<file path="src/design/watchdog_defs.vh">
// Constants shared by the failsafe watchdog design files.
`ifndef WATCHDOG_DEFS_VH
`define WATCHDOG_DEFS_VH
// System clock period in ns (25 MHz).
`define CLK_PERIOD_NS 40
// Least width of a clear pulse, in ns.
`define CLEAR_MIN_NS 150
// Cycles a synchronised clear must stay low, rounded up, at least one.
`define CLEAR_MIN_CYC ((`CLEAR_MIN_NS + `CLK_PERIOD_NS - 1) / `CLK_PERIOD_NS)
// Width of the clear-low counter.
`define CLEAR_CNT_W 3
// Default timeout period in oscillator ticks.
`define TIMEOUT_TICKS_DEF 24'h002710
// Default system clocks per oscillator tick (1 ms tick at 25 MHz).
`define TICK_DIV_DEF 16'h61a8
// Width of the timeout counter.
`define TIMEOUT_W 24
// Width of the tick divider.
`define TICK_W 16
`endif

</file>
<file path="src/design/sync2.v">
// Two-flop synchroniser for single-bit asynchronous inputs.
`timescale 1ns/1ns
module sync2 #(
    parameter RESET_VAL = 1'b0
) (
    input wire i_sys_clk,
    input wire i_rst_n,
    input wire i_async,
    output wire o_sync
);
    // First stage, read only by the second stage.
    reg meta_q;
    // Second stage, safe for logic.
    reg sync_q;

    // Both stages reset to a constant so outputs are defined from reset.
    always @(posedge i_sys_clk or negedge i_rst_n) begin
        if (!i_rst_n) begin
            meta_q <= RESET_VAL;
            sync_q <= RESET_VAL;
        end else begin
            meta_q <= i_async;
            sync_q <= meta_q;
        end
    end

    assign o_sync = sync_q;
endmodule // sync2

</file>
<file path="src/design/failsafe_watchdog_timer.v">
// Failsafe watchdog timer with power-up sequencing and supply supervision.
`timescale 1ns/1ns
`include "watchdog_defs.vh"
module failsafe_watchdog_timer #(
    parameter [`TIMEOUT_W-1:0] TIMEOUT_TICKS = `TIMEOUT_TICKS_DEF,
    parameter [`TICK_W-1:0] TICK_DIV = `TICK_DIV_DEF
) (
    input wire i_sys_clk,
    input wire i_resetn,
    input wire i_timer_clear_n,
    input wire i_above_upper_threshold,
    input wire i_above_warning_threshold,
    input wire i_above_low_threshold,
    input wire i_above_supply_turn_on_level,
    input wire i_above_supply_turn_off_level,
    output wire o_timeout_warning_n,
    output wire o_system_hold_n,
    output wire o_power_fail_n
);
    // One-hot states of the supervisor.
    localparam [3:0] ST_OFF = 4'h1;
    localparam [3:0] ST_ARMED = 4'h2;
    localparam [3:0] ST_POWERUP = 4'h4;
    localparam [3:0] ST_WATCH = 4'h8;

    // Reset synchroniser: asynchronous assert, synchronous release.
    reg rst_meta_q;
    reg rst_n_q;
    always @(posedge i_sys_clk or negedge i_resetn) begin
        if (!i_resetn) begin
            rst_meta_q <= 1'b0;
            rst_n_q <= 1'b0;
        end else begin
            rst_meta_q <= 1'b1;
            rst_n_q <= rst_meta_q;
        end
    end

    // Synchronised inputs; the clear idles high, comparators idle low (safe).
    wire clr_n_s;
    wire upper_s;
    wire warn_s;
    wire low_s;
    wire von_s;
    wire supply_turn_off_level_s;
    sync2 #(.RESET_VAL(1'b1)) u_sync_clr (.i_sys_clk(i_sys_clk), .i_rst_n(rst_n_q),
        .i_async(i_timer_clear_n), .o_sync(clr_n_s));
    sync2 #(.RESET_VAL(1'b0)) u_sync_up (.i_sys_clk(i_sys_clk), .i_rst_n(rst_n_q),
        .i_async(i_above_upper_threshold), .o_sync(upper_s));
    sync2 #(.RESET_VAL(1'b0)) u_sync_warn (.i_sys_clk(i_sys_clk), .i_rst_n(rst_n_q),
        .i_async(i_above_warning_threshold), .o_sync(warn_s));
    sync2 #(.RESET_VAL(1'b0)) u_sync_low (.i_sys_clk(i_sys_clk), .i_rst_n(rst_n_q),
        .i_async(i_above_low_threshold), .o_sync(low_s));
    sync2 #(.RESET_VAL(1'b0)) u_sync_von (.i_sys_clk(i_sys_clk), .i_rst_n(rst_n_q),
        .i_async(i_above_supply_turn_on_level), .o_sync(von_s));
    sync2 #(.RESET_VAL(1'b0)) u_sync_supply_turn_off_level (.i_sys_clk(i_sys_clk), .i_rst_n(rst_n_q),
        .i_async(i_above_supply_turn_off_level), .o_sync(supply_turn_off_level_s));

    // Clear qualification: count cycles the synchronised clear stays low.
    // A low lasting the minimum width fires exactly one pulse per low phase,
    // so a held-low clear acts once, as a falling edge should.
    // Last count before a clear qualifies, cut to the counter's width on purpose.
    localparam integer CLR_LAST_I = `CLEAR_MIN_CYC - 1;
    localparam [`CLEAR_CNT_W-1:0] CLR_LAST = CLR_LAST_I[`CLEAR_CNT_W-1:0];
    reg [`CLEAR_CNT_W-1:0] clr_cnt_q; // Cycles the synchronised clear has been low.
    reg clr_fired_q; // Set once this low phase has acted.
    wire clr_hit = !clr_n_s && !clr_fired_q && (clr_cnt_q == CLR_LAST);
    always @(posedge i_sys_clk or negedge rst_n_q) begin
        if (!rst_n_q) begin
            clr_cnt_q <= {`CLEAR_CNT_W{1'b0}};
            clr_fired_q <= 1'b0;
        end else if (clr_n_s) begin
            // Clear released: rearm the edge detector.
            clr_cnt_q <= {`CLEAR_CNT_W{1'b0}};
            clr_fired_q <= 1'b0;
        end else if (clr_hit) begin
            clr_fired_q <= 1'b1;
        end else if (!clr_fired_q) begin
            clr_cnt_q <= clr_cnt_q + 1'b1;
        end
    end

    // Supervisor state, timeout counter and output registers.
    reg [3:0] state_q; // One-hot supervisor state.
    reg [`TIMEOUT_W-1:0] cnt_q; // Ticks counted in the current period.
    reg to_n_q; // Timeout warning level.
    reg hold_n_q; // System hold level.
    reg pf_n_q; // Power-fail warning level.
    reg first_low_q; // Set through the first low phase of the warning.

    // Timer restart: entering the power-up delay or taking a clear also zeroes
    // the tick divider, so every period is a whole number of ticks and the hold
    // release lands exactly one period after the threshold is seen.
    // The trade-off is that the divider no longer runs as a free timebase.
    wire restart = ((state_q == ST_ARMED) && upper_s) || ((state_q == ST_WATCH) && clr_hit);

    // Oscillator timebase: one tick every TICK_DIV system clocks.
    reg [`TICK_W-1:0] div_q; // Clocks since the last tick.
    wire tick = (div_q == TICK_DIV - 1'b1);
    always @(posedge i_sys_clk or negedge rst_n_q) begin
        if (!rst_n_q) begin
            div_q <= {`TICK_W{1'b0}};
        end else if (tick || restart) begin
            div_q <= {`TICK_W{1'b0}};
        end else begin
            div_q <= div_q + 1'b1;
        end
    end

    // A period ends on the tick that completes the last count.
    wire period_end = tick && (cnt_q == TIMEOUT_TICKS - 1'b1);

    // Power-fail warning follows warning and upper thresholds with hysteresis.
    // The drops are tested first, so a sagging input can never let the
    // warning rise in the same cycle.
    always @(posedge i_sys_clk or negedge rst_n_q) begin
        if (!rst_n_q) begin
            pf_n_q <= 1'b0;
        end else if (!supply_turn_off_level_s || !low_s || state_q == ST_OFF) begin
            pf_n_q <= 1'b0;
        end else if (!warn_s) begin
            pf_n_q <= 1'b0;
        end else if (upper_s && state_q != ST_ARMED) begin
            pf_n_q <= 1'b1;
        end
    end

    // Main sequence: off, armed, power-up delay, supervision.
    // Supply and low-threshold drops come first so they override the timer.
    always @(posedge i_sys_clk or negedge rst_n_q) begin
        if (!rst_n_q) begin
            state_q <= ST_OFF;
            cnt_q <= {`TIMEOUT_W{1'b0}};
            to_n_q <= 1'b1;
            hold_n_q <= 1'b0;
            first_low_q <= 1'b0;
        end else if (!supply_turn_off_level_s) begin
            // Supply collapsed: back to off with the count cleared, the hold low and the timeout warning high; the tick divider keeps running.
            state_q <= ST_OFF;
            cnt_q <= {`TIMEOUT_W{1'b0}};
            to_n_q <= 1'b1;
            hold_n_q <= 1'b0;
        end else if (!low_s && state_q != ST_OFF) begin
            // Low threshold overrides the timer; the only way out is a
            // fresh power-up, so clears are dead until then.
            state_q <= ST_ARMED;
            cnt_q <= {`TIMEOUT_W{1'b0}};
            to_n_q <= 1'b1;
            hold_n_q <= 1'b0;
        end else begin
            case (state_q)
                ST_OFF: begin
                    hold_n_q <= 1'b0;
                    to_n_q <= 1'b1;
                    cnt_q <= {`TIMEOUT_W{1'b0}};
                    if (von_s) begin
                        state_q <= ST_ARMED;
                    end
                end
                ST_ARMED: begin
                    // Wait for the monitored voltage to reach the upper threshold.
                    cnt_q <= {`TIMEOUT_W{1'b0}};
                    if (upper_s) begin
                        state_q <= ST_POWERUP;
                    end
                end
                ST_POWERUP: begin
                    // Clears are not looked at during the power-on delay.
                    if (period_end) begin
                        state_q <= ST_WATCH;
                        hold_n_q <= 1'b1;
                        cnt_q <= {`TIMEOUT_W{1'b0}};
                        first_low_q <= 1'b0;
                    end else if (tick) begin
                        cnt_q <= cnt_q + 1'b1;
                    end
                end
                ST_WATCH: begin
                    if (clr_hit) begin
                        // A clear wins over a period end in the same cycle.
                        cnt_q <= {`TIMEOUT_W{1'b0}};
                        to_n_q <= 1'b1;
                        hold_n_q <= 1'b1;
                        first_low_q <= 1'b0;
                    end else if (period_end) begin
                        cnt_q <= {`TIMEOUT_W{1'b0}};
                        to_n_q <= !to_n_q;
                        if (to_n_q) begin
                            first_low_q <= 1'b1;
                        end else if (first_low_q) begin
                            // End of the first low phase: latch the hold.
                            hold_n_q <= 1'b0;
                            first_low_q <= 1'b0;
                        end
                    end else if (tick) begin
                        cnt_q <= cnt_q + 1'b1;
                    end
                end
                default: begin
                    state_q <= ST_OFF;
                end
            endcase
        end
    end

    assign o_timeout_warning_n = to_n_q;
    assign o_system_hold_n = hold_n_q;
    assign o_power_fail_n = pf_n_q;
endmodule // failsafe_watchdog_timer

</file>
<file path="config.mk">
export PLATFORM = sky130hd
export DESIGN_NAME = failsafe_watchdog_timer
export DESIGN_NICKNAME = d
export VERILOG_FILES = /design/src/design/sync2.v /design/src/design/failsafe_watchdog_timer.v
export VERILOG_INCLUDE_DIRS = /design/src /design/src/design
export SDC_FILE = /design/constraint.sdc
export NUM_CORES = 1
export LEC_CHECK = 0
export BUFFER_PORTS_ARGS = -buffer_cell sky130_fd_sc_hd__buf_2
export CORE_ASPECT_RATIO = 0.9
export CORE_UTILIZATION = 50
export DETAILED_ROUTE_END_ITERATION = 10
export GPL_ROUTABILITY_DRIVEN = 0
export PLACE_DENSITY_LB_ADDON = 0.12
export REMOVE_ABC_BUFFERS = 1
export SLEW_MARGIN = 20
export SYNTH_ARGS = -nofsm -noshare
export SYNTH_HDL_FRONTEND = slang
export SYNTH_SLANG_ARGS = --single-unit
export TNS_END_PERCENT = 30
</file>
<file path="constraint.sdc">
create_clock -name i_sys_clk -period 2.6 [get_ports i_sys_clk]
set_input_delay 0.39 -clock i_sys_clk [delete_from_list [all_inputs] [get_ports i_sys_clk]]
set_output_delay 0.39 -clock i_sys_clk [all_outputs]
set_load 0.01 [all_outputs]
</file>
# == Word level (Yosys, flattened, before mapping) ==
# Index checks and enable logic that the tools add are counted.
# word_totals
ff_bits,66
inputBits,8
out_inout_bits,3
wordCells,114
# op_classes
add_sub_neg,3
n_eq_ne,24
n_mux,39
bitwise,1
n_reduce_logical,24
# ops
cell,n
two-way mux 24 bit,5
case mux 24 bit (3 select lines),1
inequality test 5 bit (second input constant),5
adder 24 x 1 -> 24 bit (second input constant),1
== test 24 x 14 -> 1 bit (second input constant),1
two-way mux 1 bit,20
two-way mux 4 bit,5
adder 16 x 1 -> 16 bit (second input constant),1
== test 16 x 15 -> 1 bit (second input constant),1
two-way mux 16 bit,1
inequality test 4 bit (second input constant),4
case mux 4 bit (4 select lines),1
AND reduction 5 bit,2
two-way mux 3 bit,3
inequality test 3 bit (second input constant),3
logical AND 1 bit,7
logical NOT 1 bit,5
== test 4 x 1 -> 1 bit (second input constant),1
== test 4 x 2 -> 1 bit (second input constant),1
== test 4 x 3 -> 1 bit (second input constant),1
== test 4 bit (second input constant),1
logical OR 1 bit,4
inequality test 2 x 1 -> 1 bit (second input constant),2
inequality test 4 x 1 -> 1 bit (second input constant),1
other kinds (11),14

# == Depth between registers and ports, before layout ==
# depth
depth_word,7
depth_mapped,9
depth_no_buf,8

# == Hierarchy ==
# From an unflattened synthesis, not the netlist that was laid out.
# hier_totals
cells_unflattened,330
area_unflattened_um2,3330.7
# by_module_without_submodules
module,instances,cells_each,area_each_um2,seq_area_each_um2
failsafe_watchdog_timer,1,318,3027.9,1353.8
sync2 at u_sync_low ...,5,2,50.0,50.0
sync2 at u_sync_clr,1,2,52.6,52.6

# == Least setup slack after synthesis ==
# OpenSTA, ideal clock, no wires.
# synth_path
path_kind,register to register
startpoint,register clr_cnt_q[0]
endpoint,register cnt_q[12]
setup_time_ns,0.147
t_arrival_ns,1.919
required_ns,2.453
path_slack_ns,0.533
path_stages_with_launch,10
path_buffers,1
synth_period_minus_slack_ns,2.067
path_cell_list,dfrtp_1 -> ha_1 -> ha_1 -> nor3b_1 -> nor2_1 -> o21ai_1 -> nor2_1 -> buf_2 -> a41oi_1 -> a31oi_1
# synth_via
elab_chain_len,6
# synth_lines
element,line_no,rtl
"start, declared",failsafe_watchdog_timer.v:65,reg [`CLEAR_CNT_W-1:0] clr_cnt_q;
"start signal, assigned",failsafe_watchdog_timer.v:70,clr_cnt_q <= {`CLEAR_CNT_W{1'b0}};
"start signal, assigned",failsafe_watchdog_timer.v:74,clr_cnt_q <= {`CLEAR_CNT_W{1'b0}};
"start signal, assigned",failsafe_watchdog_timer.v:79,clr_cnt_q <= clr_cnt_q + 1'b1;
== test 3 x 2 -> 1 bit,failsafe_watchdog_timer.v:67,wire clr_hit = !clr_n_s && !clr_fired_q && (clr_cnt_q == CLR_LAST);
logical AND 1 bit,failsafe_watchdog_timer.v:67,
two-way mux 24 bit,failsafe_watchdog_timer.v:179,if (clr_hit) begin
case mux 24 bit (3 select lines),failsafe_watchdog_timer.v:151,case (state_q)
two-way mux 24 bit,failsafe_watchdog_timer.v:143,end else if (!low_s && state_q != ST_OFF) begin
two-way mux 24 bit,failsafe_watchdog_timer.v:137,end else if (!supply_turn_off_level_s) begin
"end signal, assigned",failsafe_watchdog_timer.v:140,cnt_q <= {`TIMEOUT_W{1'b0}};
"end signal, assigned",failsafe_watchdog_timer.v:147,cnt_q <= {`TIMEOUT_W{1'b0}};
"end signal, assigned",failsafe_watchdog_timer.v:181,cnt_q <= {`TIMEOUT_W{1'b0}};
"end, declared",failsafe_watchdog_timer.v:85,reg [`TIMEOUT_W-1:0] cnt_q;
# Every way passes these cells.
# A chain may end at the register's enable or synchronous reset.

# == Worst setup path in the final report ==
# layout_path
startpoint,register div_q[3]
endpoint,register cnt_q[13]
# layout_via
elab_chain_len,7
elab_cells_between_ends,8
classes_between,1 x eq/ne; 6 x mux; 1 x reduce/logical
# layout_lines
element,line_no,rtl
"start, declared",failsafe_watchdog_timer.v:98,reg [`TICK_W-1:0] div_q;
"start signal, assigned",failsafe_watchdog_timer.v:102,div_q <= {`TICK_W{1'b0}};
"start signal, assigned",failsafe_watchdog_timer.v:104,div_q <= {`TICK_W{1'b0}};
"start signal, assigned",failsafe_watchdog_timer.v:106,div_q <= div_q + 1'b1;
== test 16 x 15 -> 1 bit (*),failsafe_watchdog_timer.v:99,wire tick = (div_q == TICK_DIV - 1'b1);
two-way mux 24 bit / logical AND 1 bit (equally long branches),-,
two-way mux 24 bit (*),failsafe_watchdog_timer.v:169,if (period_end) begin
two-way mux 24 bit,failsafe_watchdog_timer.v:179,
case mux 24 bit (3 select lines) (*),failsafe_watchdog_timer.v:151,
two-way mux 24 bit (*),failsafe_watchdog_timer.v:143,
two-way mux 24 bit (*),failsafe_watchdog_timer.v:137,
# Mark *: on every way between the ends. The rest lies on a longest branch, timed or not.

==> impl_metrics.tcl <==
set metrics [dict create \
    status "finished clean" \
    final_area_um2 3660 \
    dp_hpwl_um 4500 \
    synthMuxAreaShare_pct 1.21 \
    min_path_cells 1 \
    start_kind "register" \
    synth_edf_count 0 \
    io_buffers 10 \
    path_class "register to register" \
    yosys-top-cells-area "dfrtp_1 (47%), nor2_1 (5.7%), nand3_1 (3.5%)" \
    grt_use_total_pct 21.1 \
    leakage_uw 0.00155 \
    p_per_area_nw_per_um2 641 \
    max_slew_margin_pct 51.4 \
    final_cell_mix "dfrtp_1 (61), nor2_1 (49), nand2_1 (28)" \
    hold_ws_ns 0.144 \
    clk_path_buf_depth 2 \
    rows 27 \
    synthSimpleGateAreaFrac_pct 26.7 \
    totalWireLength_um 6430 \
    dr.pass1.iters 4 \
    maxSlewViolCount 0 \
    die_y_um 79.1 \
    final_nets 368 \
    tns_ns 0 \
    worstHoldStart "i_above_upper_threshold" \
    ys_seq_area_share_pct 50.2 \
    met1_length_um 3210 \
    required_ns 2.84 \
    synth_top_area_share_pct 47.0 \
    grt_overflow 0 \
    start_util_pct 52.9 \
    grt_setup_unrepaired "no" \
    r2r_cells 7 \
    synth.distinct_cells 53 \
    tightest_slew_ns 0.723 \
    die_w_um 87.7 \
    synth_top_family_by_area "simple AND/OR/NAND/NOR gates" \
    netlist_instances 340 \
    cts_setup_buffers 0 \
    layout_commonest_cell "dfrtp_1" \
    endpoint_kind "register" \
    die_area_um2 6940 \
    critPathArrivalTime_ns 2.62 \
    synth_xor_area_share_pct 5.83 \
    clock_sinks 66 \
    hp-class "input port to register" \
    r2r_end "cnt_q[13]" \
    synthAdderAreaFrac_pct 1.52 \
    fin_cells 448 \
    via_per_inst 5.61 \
    antenna_left 0 \
    synth_top_cell_by_area "dfrtp_1" \
    grt_max_degree 42 \
    top_layer "met4" \
    clk_latency_ns 0.35 \
    cts_root_buf "clkbuf_8" \
    min_to "u_sync_up.meta_q" \
    antenna_found_initial 0 \
    yosys_warnings 0 \
    drc 0 \
    syn2layout_area_growth_pct 10.9 \
    synth_compound_area_share_pct 11.5 \
    fmax_mhz 420 \
    grt_pass1_wl_um 11000 \
    drive_gt1_share_pct 13.9 \
    cts_tree "yes" \
    vdd_ir_drop_max_mv 0.574 \
    wl_per_cell_um 14.4 \
    r2r-start "div_q[3]" \
    first_iter_violations 197 \
    met2_length_um 2880 \
    skew_ns 0.00583 \
    place_area_um2 3470 \
    antenna_cells 0 \
    wl_met3_um 244 \
    min_period_ns 2.38 \
    num_vias 2512 \
    fin_crit_sh_pct 91.5 \
    synth-seq-cells 66 \
    hold_viol 0 \
    syn_area_um2 3300 \
    core_region_area_um2 6250 \
    clk_pin_slew_ns 0.08 \
    setup_viol 0 \
    post-place-cells 431 \
    fin_util_pct 58.6 \
    cp_max_fo 18 \
    reg2reg_slack_ns 0.22 \
    syn_area_per_cell_um2 9.72 \
    grt_pass1_vias 2394 \
    ios 11 \
    ys_async_sr_fraction_pct 100 \
    synth-main-ff-cell "dfrtp_1" \
    htree_num_levels 3 \
    cts_made_buffers 9 \
    maxCapViolations 0 \
]
## area by class of cell
| class | instances | area [um^2] |
|---|---|---|
| Sequential cell | 66 | 1660 |
| Timing Repair Buffer | 18 | 125 |
| Tap cell | 87 | 109 |
| Clock inverter | 7 | 58.8 |
| Clock buffer | 9 | 124 |
| Inverter | 10 | 37.5 |
| Multi-Input combinational cell | 251 | 1550 |
| Fill cell | 545 | 2580 |
## critical path, cell delays in order, from the launching register on
cell and delay (ns):
dfrtp_1 0.48, nor4_4 0.37, nand4b_4 0.16, buf_4 0.23
nor4_2 0.43, nand3_1 0.15, and3_1 0.20, a211o_1 0.26
## kinds of logic after synthesis
logic type / count (synthesis)
DFF: 66
adders and majority gates: 4
buffers and inverters: 23
muxes: 4
AOI/OAI and AO/OA: 60
and+or+nand+nor: 160
other: 1
xor gates and xnor gates: 22
## Yosys cell counts, drive strengths merged, types with 5 or more instances
cell	instances
nand3	23
nor2	51
nand4	9
and3	7
dfrtp	62
a21oi	21
o21ai	12
inv	10
clkbuf	5
a31oi	5
buf	8
xor2	9
xnor2	13
nor4	13
nand2	28
## flip-flops by register name, indices dropped and copies added, names as in the netlist, 3 cells and up
signal / cells
clr_cnt_q: 3
cnt_q: 24
div_q: 16
state_q: 4
## per-layer routing
metal	GRT usage [%]	up-vias
li1	-	1246
met1	29.2	1210
met2	31.8	47
met3	5.30	9
met4	8.20	0
met5	0	-
## through the flow
stage	setup WS (ns)	power, uW
floorplan	0.0268	1470
global placement	0.214	1550
detailed placement	0.147	1570
CTS	0.121	2380
global route	0.0509	2490
finish	0.220	2350
## power breakdown
group | switching (uW) | internal, uW
clock | 436 | 360
combinational | 175 | 154
sequential | 104 | 1120
## how the worst max path moves through the flow
stage,start,to,depth (start not counted)
5_1_grt,cnt_q[11],cnt_q[18],6
3_5_place_dp,clr_cnt_q[0],o_system_hold_n,9
3_3_place_gp,clr_cnt_q[0],o_system_hold_n,9
4_1_cts,clr_cnt_q[0],o_system_hold_n,9
6_report,div_q[3],cnt_q[13],7
2_1_floorplan,div_q[3],cnt_q[13],6
## repair_timing
action	in CTS	in global routing
setup endpoints to repair	0	6
endpoints found under the hold margin	2	0
gates resized for setup	0	1
hold buffers	1	0
(Power assumes the default switching activity.)
